===== src/pkg/ddsreg_pkg.sv =====
// Constants for the synthesizer configuration register bank.
// Assumes a serial port engine that presents decoded register accesses.
// Operation
// - Decode six registers at offsets 0x00-0x05.
// - Amplitude scale: 2-bit speed, 14-bit factor.
// - Load bit clear: timer reloads only at one or zero.
// - Load bit set: reload on timeout or commit.
// - Keying enable clear bypasses amplitude scaling.
// - Enable set: mode bit picks manual/automatic.
// - Manual mode scales every sample by factor.
// - Auto mode: key high ramps up to factor.
// - Auto mode: key low ramps down to zero.
// - Alignment bit set flags each reference rising edge.
// - Writes buffered, applied on commit, start cleared.
// - Host reads and writes every register.
// - Speed code sets steps per ramp increment.
package ddsreg_pkg;
  localparam logic [2:0]  ADDR_CTRL_ONE    = 3'h0;
  localparam logic [2:0]  ADDR_CTRL_TWO    = 3'h1;
  localparam logic [2:0]  ADDR_AMP_SCALE   = 3'h2;
  localparam logic [2:0]  ADDR_RAMP_INTVL  = 3'h3;
  localparam logic [2:0]  ADDR_TUNING      = 3'h4;
  localparam logic [2:0]  ADDR_PHASE       = 3'h5;
  localparam int          CTRL_ONE_W       = 32;
  localparam int          CTRL_TWO_W       = 24;
  localparam int          AMP_SCALE_W      = 16;
  localparam int          RAMP_INTVL_W     = 8;
  localparam int          TUNING_W         = 32;
  localparam int          PHASE_W          = 16;
  localparam int          AMP_W            = 14;
  localparam int          BIT_RAMP_LOAD    = 26;
  localparam int          BIT_KEY_ENABLE   = 25;
  localparam int          BIT_KEY_AUTO     = 24;
  localparam int          BIT_ALIGN_EN     = 23;
  localparam int          SPEED_LSB        = 14;
  localparam logic [31:0] CTRL_ONE_RST     = 32'h0000_0000;
  localparam logic [23:0] CTRL_TWO_RST     = 24'h00_0000;
  localparam logic [15:0] AMP_SCALE_RST    = 16'h0000;
  localparam logic [7:0]  RAMP_INTVL_RST   = 8'h00;
  localparam logic [31:0] TUNING_RST       = 32'h0000_0000;
  localparam logic [15:0] PHASE_RST        = 16'h0000;
  localparam logic [7:0]  TIMER_TIMEOUT    = 8'h01;
endpackage


===== src/rtl/ddsreg_ramp_timer.sv =====
// Amplitude ramp timer: counts down from the ramp interval, pulses a step.
// Assumes interval and control inputs come from the active register set.
`timescale 1ns/100ps
module ddsreg_ramp_timer
  import ddsreg_pkg::*;
(
  // Clock and reset
  input  wire logic                    clk_sys,
  input  wire logic                    arst_n,
  // Control
  input  wire logic [RAMP_INTVL_W-1:0] interval,
  input  wire logic                    load_on_commit,
  input  wire logic                    commit,
  // Step
  output logic                         step
);
  logic [RAMP_INTVL_W-1:0] count_reg;
  logic [RAMP_INTVL_W-1:0] count_next;
  wire  timeout = (count_reg <= TIMER_TIMEOUT);
  // A zero interval still times out every cycle rather than hanging
  wire  reload  = timeout || (load_on_commit && commit);

  assign count_next = reload ? interval : count_reg - 8'h01;
  assign step       = timeout;

  always_ff @(posedge clk_sys or negedge arst_n) begin
    if (!arst_n) begin
      count_reg <= RAMP_INTVL_RST;
    end else begin
      count_reg <= count_next;
    end
  end
endmodule


===== src/rtl/ddsreg_bank.sv =====
// Configuration register bank with buffered writes and shaped keying.
// Assumes a serial port engine delivering one-cycle register strobes on
// clk_sys; commit, keying and alignment come from pins and are synchronised.
`timescale 1ns/100ps
module ddsreg_bank
  import ddsreg_pkg::*;
(
  // Clock and reset
  input  wire logic                   clk_sys,
  input  wire logic                   arst_n,
  // Register access from the serial port engine
  input  wire logic                   reg_wr,
  input  wire logic [2:0]             reg_wr_addr,
  input  wire logic [31:0]            reg_wr_data,
  input  wire logic [2:0]             reg_rd_addr,
  output logic      [31:0]            reg_rd_data,
  // Pins
  input  wire logic                   commit_pin,
  input  wire logic                   shaped_keying_pin,
  input  wire logic                   align_ref_pin,
  // Datapath
  input  wire logic [AMP_W-1:0]       sample_in,
  output logic      [AMP_W-1:0]       sample_out,
  // Active configuration
  output logic      [CTRL_ONE_W-1:0]  control_word_one,
  output logic      [CTRL_TWO_W-1:0]  control_word_two,
  output logic      [TUNING_W-1:0]    tuning_word,
  output logic      [PHASE_W-1:0]     phase_offset,
  output logic      [AMP_W-1:0]       amp_level,
  output logic                        align_active,
  output logic                        align_event
);
  // Buffered (written) copies
  logic [CTRL_ONE_W-1:0]   cw1_buf_reg;
  logic [CTRL_TWO_W-1:0]   cw2_buf_reg;
  logic [AMP_SCALE_W-1:0]  asf_buf_reg;
  logic [RAMP_INTVL_W-1:0] arr_buf_reg;
  logic [TUNING_W-1:0]     ftw_buf_reg;
  logic [PHASE_W-1:0]      pow_buf_reg;
  // Active copies
  logic [CTRL_ONE_W-1:0]   cw1_reg;
  logic [CTRL_TWO_W-1:0]   cw2_reg;
  logic [AMP_SCALE_W-1:0]  asf_reg;
  logic [RAMP_INTVL_W-1:0] arr_reg;
  logic [TUNING_W-1:0]     ftw_reg;
  logic [PHASE_W-1:0]      pow_reg;
  // Synchronisers
  logic [1:0]              commit_sync_reg;
  logic                    commit_last_reg;
  logic [1:0]              key_sync_reg;
  logic [1:0]              align_sync_reg;
  logic                    align_last_reg;
  // Keying
  logic [AMP_W-1:0]        amp_reg;
  logic [AMP_W-1:0]        amp_next;
  logic [AMP_W-1:0]        sample_reg;
  logic [31:0]             rd_data_reg;
  logic                    align_event_reg;
  logic                    ramp_step;

  wire wr_cw1 = reg_wr && (reg_wr_addr == ADDR_CTRL_ONE);
  wire wr_cw2 = reg_wr && (reg_wr_addr == ADDR_CTRL_TWO);
  wire wr_asf = reg_wr && (reg_wr_addr == ADDR_AMP_SCALE);
  wire wr_arr = reg_wr && (reg_wr_addr == ADDR_RAMP_INTVL);
  wire wr_ftw = reg_wr && (reg_wr_addr == ADDR_TUNING);
  wire wr_pow = reg_wr && (reg_wr_addr == ADDR_PHASE);

  wire commit = commit_sync_reg[1] && !commit_last_reg;

  // Reads return the buffered value, i.e. what software last wrote
  wire [31:0] rd_mux =
    (reg_rd_addr == ADDR_CTRL_ONE)   ? cw1_buf_reg :
    (reg_rd_addr == ADDR_CTRL_TWO)   ? {8'h00, cw2_buf_reg} :
    (reg_rd_addr == ADDR_AMP_SCALE)  ? {16'h0000, asf_buf_reg} :
    (reg_rd_addr == ADDR_RAMP_INTVL) ? {24'h00_0000, arr_buf_reg} :
    (reg_rd_addr == ADDR_TUNING)     ? ftw_buf_reg :
    (reg_rd_addr == ADDR_PHASE)      ? {16'h0000, pow_buf_reg} :
                                       32'h0000_0000;

  wire key_enable  = cw1_reg[BIT_KEY_ENABLE];
  wire key_auto    = key_enable && cw1_reg[BIT_KEY_AUTO];
  wire [AMP_W-1:0] asf_factor = asf_reg[AMP_W-1:0];
  wire [1:0]       speed_code = asf_reg[SPEED_LSB +: 2];
  // Speed code 0..3 gives 1, 2, 4 or 8 amplitude steps per ramp tick
  wire [AMP_W-1:0] step_size = AMP_W'(14'h0001 << speed_code);
  wire [AMP_W:0]   amp_up    = {1'b0, amp_reg} + {1'b0, step_size};
  wire             key_high  = key_sync_reg[1];

  // Ramp saturates at the factor going up and at zero going down
  assign amp_next =
    !key_auto ? {AMP_W{1'b0}} :
    !ramp_step ? amp_reg :
    key_high ? ((amp_up >= {1'b0, asf_factor}) ? asf_factor : amp_up[AMP_W-1:0]) :
    ((amp_reg <= step_size) ? {AMP_W{1'b0}} : amp_reg - step_size);

  // Scale factor in use: none, manual factor, or ramped level
  wire [AMP_W-1:0] gain = key_auto ? amp_reg : asf_factor;
  wire [2*AMP_W-1:0] product = sample_in * gain;
  wire [AMP_W-1:0] sample_next = key_enable ? product[2*AMP_W-1:AMP_W] : sample_in;

  wire align_on   = cw1_reg[BIT_ALIGN_EN];
  wire align_rise = align_sync_reg[1] && !align_last_reg;

  ddsreg_ramp_timer u_ramp_timer (
    .clk_sys        (clk_sys),
    .arst_n         (arst_n),
    .interval       (arr_reg),
    .load_on_commit (cw1_reg[BIT_RAMP_LOAD]),
    .commit         (commit),
    .step           (ramp_step)
  );

  always_ff @(posedge clk_sys or negedge arst_n) begin
    if (!arst_n) begin
      commit_sync_reg <= 2'b00;
      commit_last_reg <= 1'b0;
      key_sync_reg    <= 2'b00;
      align_sync_reg  <= 2'b00;
      align_last_reg  <= 1'b0;
    end else begin
      commit_sync_reg <= {commit_sync_reg[0], commit_pin};
      commit_last_reg <= commit_sync_reg[1];
      key_sync_reg    <= {key_sync_reg[0], shaped_keying_pin};
      align_sync_reg  <= {align_sync_reg[0], align_ref_pin};
      align_last_reg  <= align_sync_reg[1];
    end
  end

  always_ff @(posedge clk_sys or negedge arst_n) begin
    if (!arst_n) begin
      cw1_buf_reg <= CTRL_ONE_RST;
      cw2_buf_reg <= CTRL_TWO_RST;
      asf_buf_reg <= AMP_SCALE_RST;
      arr_buf_reg <= RAMP_INTVL_RST;
      ftw_buf_reg <= TUNING_RST;
      pow_buf_reg <= PHASE_RST;
    end else begin
      if (wr_cw1) cw1_buf_reg <= reg_wr_data;
      if (wr_cw2) cw2_buf_reg <= reg_wr_data[CTRL_TWO_W-1:0];
      if (wr_asf) asf_buf_reg <= reg_wr_data[AMP_SCALE_W-1:0];
      if (wr_arr) arr_buf_reg <= reg_wr_data[RAMP_INTVL_W-1:0];
      if (wr_ftw) ftw_buf_reg <= reg_wr_data;
      if (wr_pow) pow_buf_reg <= reg_wr_data[PHASE_W-1:0];
    end
  end

  always_ff @(posedge clk_sys or negedge arst_n) begin
    if (!arst_n) begin
      cw1_reg <= CTRL_ONE_RST;
      cw2_reg <= CTRL_TWO_RST;
      asf_reg <= AMP_SCALE_RST;
      arr_reg <= RAMP_INTVL_RST;
      ftw_reg <= TUNING_RST;
      pow_reg <= PHASE_RST;
    end else if (commit) begin
      cw1_reg <= cw1_buf_reg;
      cw2_reg <= cw2_buf_reg;
      asf_reg <= asf_buf_reg;
      arr_reg <= arr_buf_reg;
      ftw_reg <= ftw_buf_reg;
      pow_reg <= pow_buf_reg;
    end
  end

  always_ff @(posedge clk_sys or negedge arst_n) begin
    if (!arst_n) begin
      amp_reg         <= {AMP_W{1'b0}};
      sample_reg      <= {AMP_W{1'b0}};
      rd_data_reg     <= 32'h0000_0000;
      align_event_reg <= 1'b0;
    end else begin
      amp_reg         <= amp_next;
      sample_reg      <= sample_next;
      rd_data_reg     <= rd_mux;
      align_event_reg <= align_on && align_rise;
    end
  end

  assign reg_rd_data      = rd_data_reg;
  assign sample_out       = sample_reg;
  assign control_word_one = cw1_reg;
  assign control_word_two = cw2_reg;
  assign tuning_word      = ftw_reg;
  assign phase_offset     = pow_reg;
  assign amp_level        = amp_reg;
  assign align_active     = align_on;
  assign align_event      = align_event_reg;
endmodule


===== config.mk =====
export PLATFORM = sky130hd
export DESIGN_NAME = ddsreg_bank
export DESIGN_NICKNAME = d
export VERILOG_FILES = /design/src/pkg/ddsreg_pkg.sv /design/src/rtl/ddsreg_ramp_timer.sv /design/src/rtl/ddsreg_bank.sv
export SDC_FILE = /design/constraint.sdc
export NUM_CORES = 1
export LEC_CHECK = 0
export BUFFER_PORTS_ARGS = -buffer_cell sky130_fd_sc_hd__buf_4
export CAP_MARGIN = 20
export CELL_PAD_IN_SITES_DETAIL_PLACEMENT = 2
export CELL_PAD_IN_SITES_GLOBAL_PLACEMENT = 2
export CORE_MARGIN = 2
export CORE_UTILIZATION = 38
export DETAILED_ROUTE_END_ITERATION = 7
export HOLD_SLACK_MARGIN = 0.05
export PLACE_DENSITY = 0.89
export SYNTH_ARGS = -nofsm -noshare
export SYNTH_HDL_FRONTEND = slang
export SYNTH_SLANG_ARGS = --single-unit

===== constraint.sdc =====
create_clock -name clk_sys -period 7.5 [get_ports clk_sys]
set_input_delay 1.125 -clock clk_sys [delete_from_list [all_inputs] [get_ports clk_sys]]
set_output_delay 1.125 -clock clk_sys [all_outputs]
set_load 0.005 [all_outputs]

Word level (Yosys, flattened, before mapping)
Index checks and enable logic that the tools add are counted.
Word-level totals
  input port bits: 58
  register bits: 333
  word-level logic and storage cells: 71
  RAM bits: 0
  latch bits: 0
  bits in read-only memories: 0
  output and inout bits: 166
  memories kept: 0
Cells by class
  magnitude comparators: 3
  div/mod/pow operators: 0
  bitwise gates (word level): 0
  equal/unequal tests: 11
  $add $sub $neg: 3
  reductions and logical operators: 16
  multiply operators: 1
  shift operators: 1
  multiplexer cells: 14
Operators with widths (number)
  32-bit two-way mux: 5
  14-bit two-way mux: 7
  14-bit by 14-bit multiplier with 28-bit output: 1
  16-bit two-way mux: 1
  14-bit by 14-bit adder with 15-bit output: 1
  15-bit by 14-bit greater-or-equal comparator with 1-bit output: 1
  14-bit <= comparator: 1
  1-bit by 2-bit << shifter with 14-bit output (first input constant): 1
  14-bit subtractor: 1
  3-bit by 2-bit equality test with 1-bit output (second input constant): 4
  3-bit equality test (second input constant): 4
  1-bit logical AND: 11
  8-bit by 1-bit <= comparator with 1-bit output (second input constant): 1
  8-bit two-way mux: 1
  8-bit by 1-bit subtractor with 8-bit output (second input constant): 1
  3-bit by 1-bit equality test with 1-bit output (second input constant): 2
  3-bit zero test: 2
  1-bit zero test: 2
  2-bit != test (second input constant): 1
  1-bit logical OR: 1

Logic depth before layout (Yosys ltp)
  depth in word-level cells: 7
  gate-level depth with buffers: 27
  depth with buffers taken out: 23

Cells and area by module
Synthesis repeated with hierarchy kept, for this count alone.
Second synthesis, totals
  cells, all modules: 2141
  area total of the unflattened synthesis: 21157.8 µm²
By module, submodules not included
  ddsreg_bank: area each 20631.0 µm², times used 1, seq. area each 8132.8 µm², cells an instance 2093
  ddsreg_ramp_timer: area each 526.8 µm², times used 1, seq. area each 200.2 µm², cells an instance 48

Worst setup path before layout
No wires, ideal clock.
  kind: register -> register
  from: register cw1_reg[25], in the netlist control_word_one[25]
  to: register sample_reg[2], in the netlist sample_out[2]
  data arrival time: 6.577 ns
  data required time: 7.375 ns
  path buffers: 4
  period minus slack after synthesis: 6.702 ns
  cell stages (with the launch flop): 26
  setup time: 0.125 ns
  path slack: 0.798 ns
  path through: dfrtp_1 > clkbuf_1 > and2_0 > clkbuf_1 > clkbuf_1 > nand2_1 > o21ai_0 > clkbuf_1 > nand2_1 > fa_1 > fa_1 > fa_1 > inv_1 > fa_1 > fa_1 > inv_1 > fa_1 > inv_1 > ha_1 > a21o_1 > a221o_1 > a21o_1 > a21oi_1 > a21bo_2 > xor2_1 > mux2_2
On the way
  cells in the longest elaborated chain, start to end: 4
RTL lines
  start, declared: RTL line ddsreg_bank.sv:41  | logic [CTRL_ONE_W-1:0] cw1_reg;
  start signal, assigned: RTL line ddsreg_bank.sv:156  | cw1_reg <= cw1_buf_reg;
  1-bit logical AND: RTL line ddsreg_bank.sv:81  | wire key_auto = key_enable && cw1_reg[BIT_KEY_AUTO];
  14-bit two-way mux: RTL line ddsreg_bank.sv:97  | wire [AMP_W-1:0] gain = key_auto ? amp_reg : asf_factor;
  14-bit by 14-bit multiplier with 28-bit output: RTL line ddsreg_bank.sv:98  | wire [2*AMP_W-1:0] product = sample_in * gain;
  14-bit two-way mux *: RTL line ddsreg_bank.sv:99  | wire [AMP_W-1:0] sample_next = key_enable ? product[2*AMP_W-1:AMP_W] : sample_in;
  net sample_next[2]: RTL line ddsreg_bank.sv:99
  end signal, assigned: RTL line ddsreg_bank.sv:168  | sample_reg <= {AMP_W{1'b0}};
  end signal, assigned: RTL line ddsreg_bank.sv:173  | sample_reg <= sample_next;
  end, declared: RTL line ddsreg_bank.sv:56  | logic [AMP_W-1:0] sample_reg;
The timed path passes the listed nets; every way through them passes the cells marked *.
A chain may end at the register's enable or synchronous reset.

Worst setup path in the final report
  from: register cw1_reg[25], in the netlist control_word_one[25]
  to: register sample_reg[5], in the netlist sample_out[5]
The elaborated chain is that of the path after synthesis.

==> results.py <==
metrics = {
    "cells_and_area": {
        "fin_nets": 2629,
        "fill_cells": 5639,
        "area_delta_synth_final_pct": 18.08,
        "final_core_util": 0.4536,
        "drive_gt1_frac": 0.2066,
    },
    "synth": {
        "yosys-top-cells-area": "dfrtp_1, fa_1, nand2_1",
        "synthTopCellsByCount": "nand2_1, dfrtp_1, inv_1, fa_1, mux2_2",
        "synth_cells": 2137,
        "synth.yosys.warnings": 0,
        "yosys.area.top_type": "dfrtp_1",
        "syn-mean-instance-area_um2": 9.884,
        "synth-main-ff-cell": "dfrtp_1",
        "yosysSeqAreaShare": 0.3945,
        "synth_area_um2": 21120,
        "synth.most_common_cell": "nand2_1",
        "synth_fp_nets": 2451,
        "synth_edf_count": 0,
        "ys_types": 75,
        "ys_seq_elements": 333,
        "synth_top_area_frac": 0.3945,
        "async_flop_share": 1.000,
    },
    "placement": {
        "io_buffers": 223,
        "place.gp.congestion": 0.9138,
        "dpl.hpwl_um": 59120,
        "post-place-ws_ns": 0.2027,
    },
    "timing": {
        "finClkSkew_ns": 0.03317,
        "post-route-min-period_ns": 7.076,
        "period_share": 0.9434,
        "maxSlewViolCount": 0,
        "worst_pin_slew_ns": 0.9665,
        "tns_ns": 0,
        "finalSetupViolations": 0,
        "rsz0062_at_grt": "false",
        "slew_headroom": 0.3540,
        "fmax_ghz": 0.1413,
        "finalWorstSetupSlack_ns": 0.4244,
        "hold_viol": 0,
    },
    "detailed_routing": {
        "drc": 0,
        "drtIter0Drc": 1227,
        "wl_um": 87800,
        "dr.pass1.iters": 5,
        "viasPerCell": 5.546,
        "routed-via-count": 17170,
        "postRouteAntennaNets": 0,
        "wl_per_cell_um": 28.36,
    },
    "clock_tree": {
        "cts_hold_buf": 0,
        "htreeDepth": 2,
        "clkTransAtPathRegs_ns": 0.07,
        "cts_resized": 0,
        "cts_root_buf": "clkbuf_16",
        "clockBufferDepth": 3,
        "clk_latency_ns": 0.60,
        "cts_buffers": 40,
        "cts.sinks": 333,
        "post_cts_buffers": 0,
        "tritoncts": "built",
    },
    "global_routing": {
        "antenna_found_initial": 9,
        "grt_pass1_vias": 20210,
        "grt_max_degree": 168,
        "grt_usage": 0.3043,
        "grt_pass1_wl_um": 130300,
        "grt_overflow": 0,
    },
    "power_and_ir_drop": {
        "swShare": 0.4723,
        "switching_power_uw": 5364,
        "combPwrFrac": 0.593,
        "p_int_uw": 5993,
        "irDropWorstVdd_mv": 0.3960,
        "p_clk_frac": 0.180,
        "p_leak_uw": 0.01251,
        "seq_power_share": 0.227,
        "power.density_nw_per_um2": 455.3,
    },
    "outcome": {
        "status": "complete, no violations",
    },
    "setup_path": {
        "worst_setup_path_start_kind": "flip-flop",
        "r2r-end": "sample_out[5]",
        "worst_ep_required_time_ns": 7.95,
        "arrival_ns": 7.53,
        "regToRegSetupSlack_ns": 0.42,
        "crit_fanout": 18,
        "r2r.worst_path.cells": 23,
        "worstSetupStartpoint": "control_word_one[25]",
        "crit_end": "sample_out[5]",
        "slowest_stage": "fa_1",
        "r2r_start": "control_word_one[25]",
        "slowest_delay_ns": 0.59,
        "critPathMostFrequentCell": "fa_1",
        "cp-end-kind": "flip-flop",
        "crit_type": "flip-flop to flip-flop",
        "path_cells": "and2_0 -> buf_4 -> nand2_1 -> o21ai_0 -> buf_4 -> nand2_1 -> fa_1 -> fa_1 -> fa_1 -> inv_1 -> fa_1 -> fa_1 -> inv_1 -> fa_1 -> inv_1 -> ha_1 -> a21o_1 -> o21a_1 -> a311oi_1 -> o21ai_1 -> a21oi_4 -> xnor2_1 -> mux2_2",
    },
    "job": {
        "maxCapViolCount": 0,
    },
    "die": {
        "io_pins": 224,
        "core_area_um2": 54990,
        "initial_core_util": 0.3842,
        "dieArea_um2": 57490,
        "row_count": 86,
        "die_h_um": 239.8,
        "die_x_um": 239.8,
    },
    "min_path": {
        "hp-class": "flip-flop to flip-flop",
    },
}
==> metrics by stage <==
stage	power, uW	hold WS, ns	cells	instance area (um^2)
final	11360	0.3594	3096	24940
after global routing	12100	0.3695	3096	24940
after CTS	11250	0.3592	3090	24910
after detailed placement	8914	0.3356	3020	23570
after global placement	8308	0.3368	3019	23560
after floorplan	6491	0.3312	2137	21120
==> worst max-delay path, delay by kind of cell (launching register included) <==
| family | cells | cell delay, ns |
|---|---|---|
| adders and majority gates | 7 | 3.37 |
| and+or+nand+nor | 3 | 0.61 |
| muxes | 1 | 0.26 |
| DFF | 1 | 0.37 |
| xor gates and xnor gates | 1 | 0.10 |
| buffers and inverters | 5 | 0.70 |
| AOI/OAI and AO/OA | 6 | 1.50 |
==> cells in the final DEF (no fill, tap or decap), types with 10 or more instances in the layout <==
master and n:
a211oi_1 13, a21o_1 20, a21oi_1 61, a22oi_1 10, and2_1 47, and3_1 14
buf_4 250, clkbuf_16 40, clkbuf_8 11, dfrtp_1 333, fa_1 142, ha_1 114
inv_1 194, mux2_2 142, mux2i_1 34, nand2_1 508, nand2b_1 18, nand3_1 25
nor2_1 69, nor2b_1 53, o21ai_0 59, xnor2_1 16, xor2_1 12
==> cell families after synthesis <==
family          share of synthesized area
fa+ha+maj                          0.2021
xor+xnor                          0.01161
compound gates                    0.07446
flops                              0.3945
simple gates                       0.1643
mux                               0.09608
buf+inv                           0.05692
==> layout make-up <==
cell class                      instances  area [um^2]  share of cell area
Inverter                              195        732.0             0.02935
Timing Repair Buffer                  254         1938             0.07770
Clock buffer                           57         1175             0.04710
Multi-Input combinational cell       1491        11650              0.4672
Tap cell                              748        935.9             0.03752
Antenna cell                            5        12.51           0.0005016
Clock inverter                         13        162.7            0.006521
Sequential cell                       333         8333              0.3341
==> per-layer routing <==
| metal | global-route usage | part of all wire |
|---|---|---|
| met1 | 0.3517 | 0.39 |
| met3 | 0.07422 | 0.059 |
| met2 | 0.5337 | 0.51 |
| met4 | 0.1337 | 0.041 |
| met5 | 0 | 0.00059 |
==> power by group through the flow <==
stage | Sequential (uW) | Combinational, uW | Clock (uW)
after floorplan | 2430 | 4060 | 0
after global placement | 2520 | 5790 | 0
after detailed placement | 2560 | 6350 | 0
after CTS | 2570 | 6640 | 2050
after global routing | 2610 | 7360 | 2120
final | 2580 | 6740 | 2040
==> worst min path at each step <==
stage | startpoint | end | slack (ns) | cells past startpoint
2_1_floorplan | align_sync_reg[0] | align_sync_reg[1] | 0.33 | 0
3_3_place_gp | commit_sync_reg[0] | commit_sync_reg[1] | 0.34 | 0
3_5_place_dp | commit_sync_reg[0] | commit_sync_reg[1] | 0.34 | 0
4_1_cts | align_sync_reg[0] | align_sync_reg[1] | 0.36 | 0
5_1_grt | align_sync_reg[0] | align_sync_reg[1] | 0.37 | 0
6_report | align_sync_reg[0] | align_sync_reg[1] | 0.36 | 0
No activity file was read; power rests on OpenSTA's default activity.
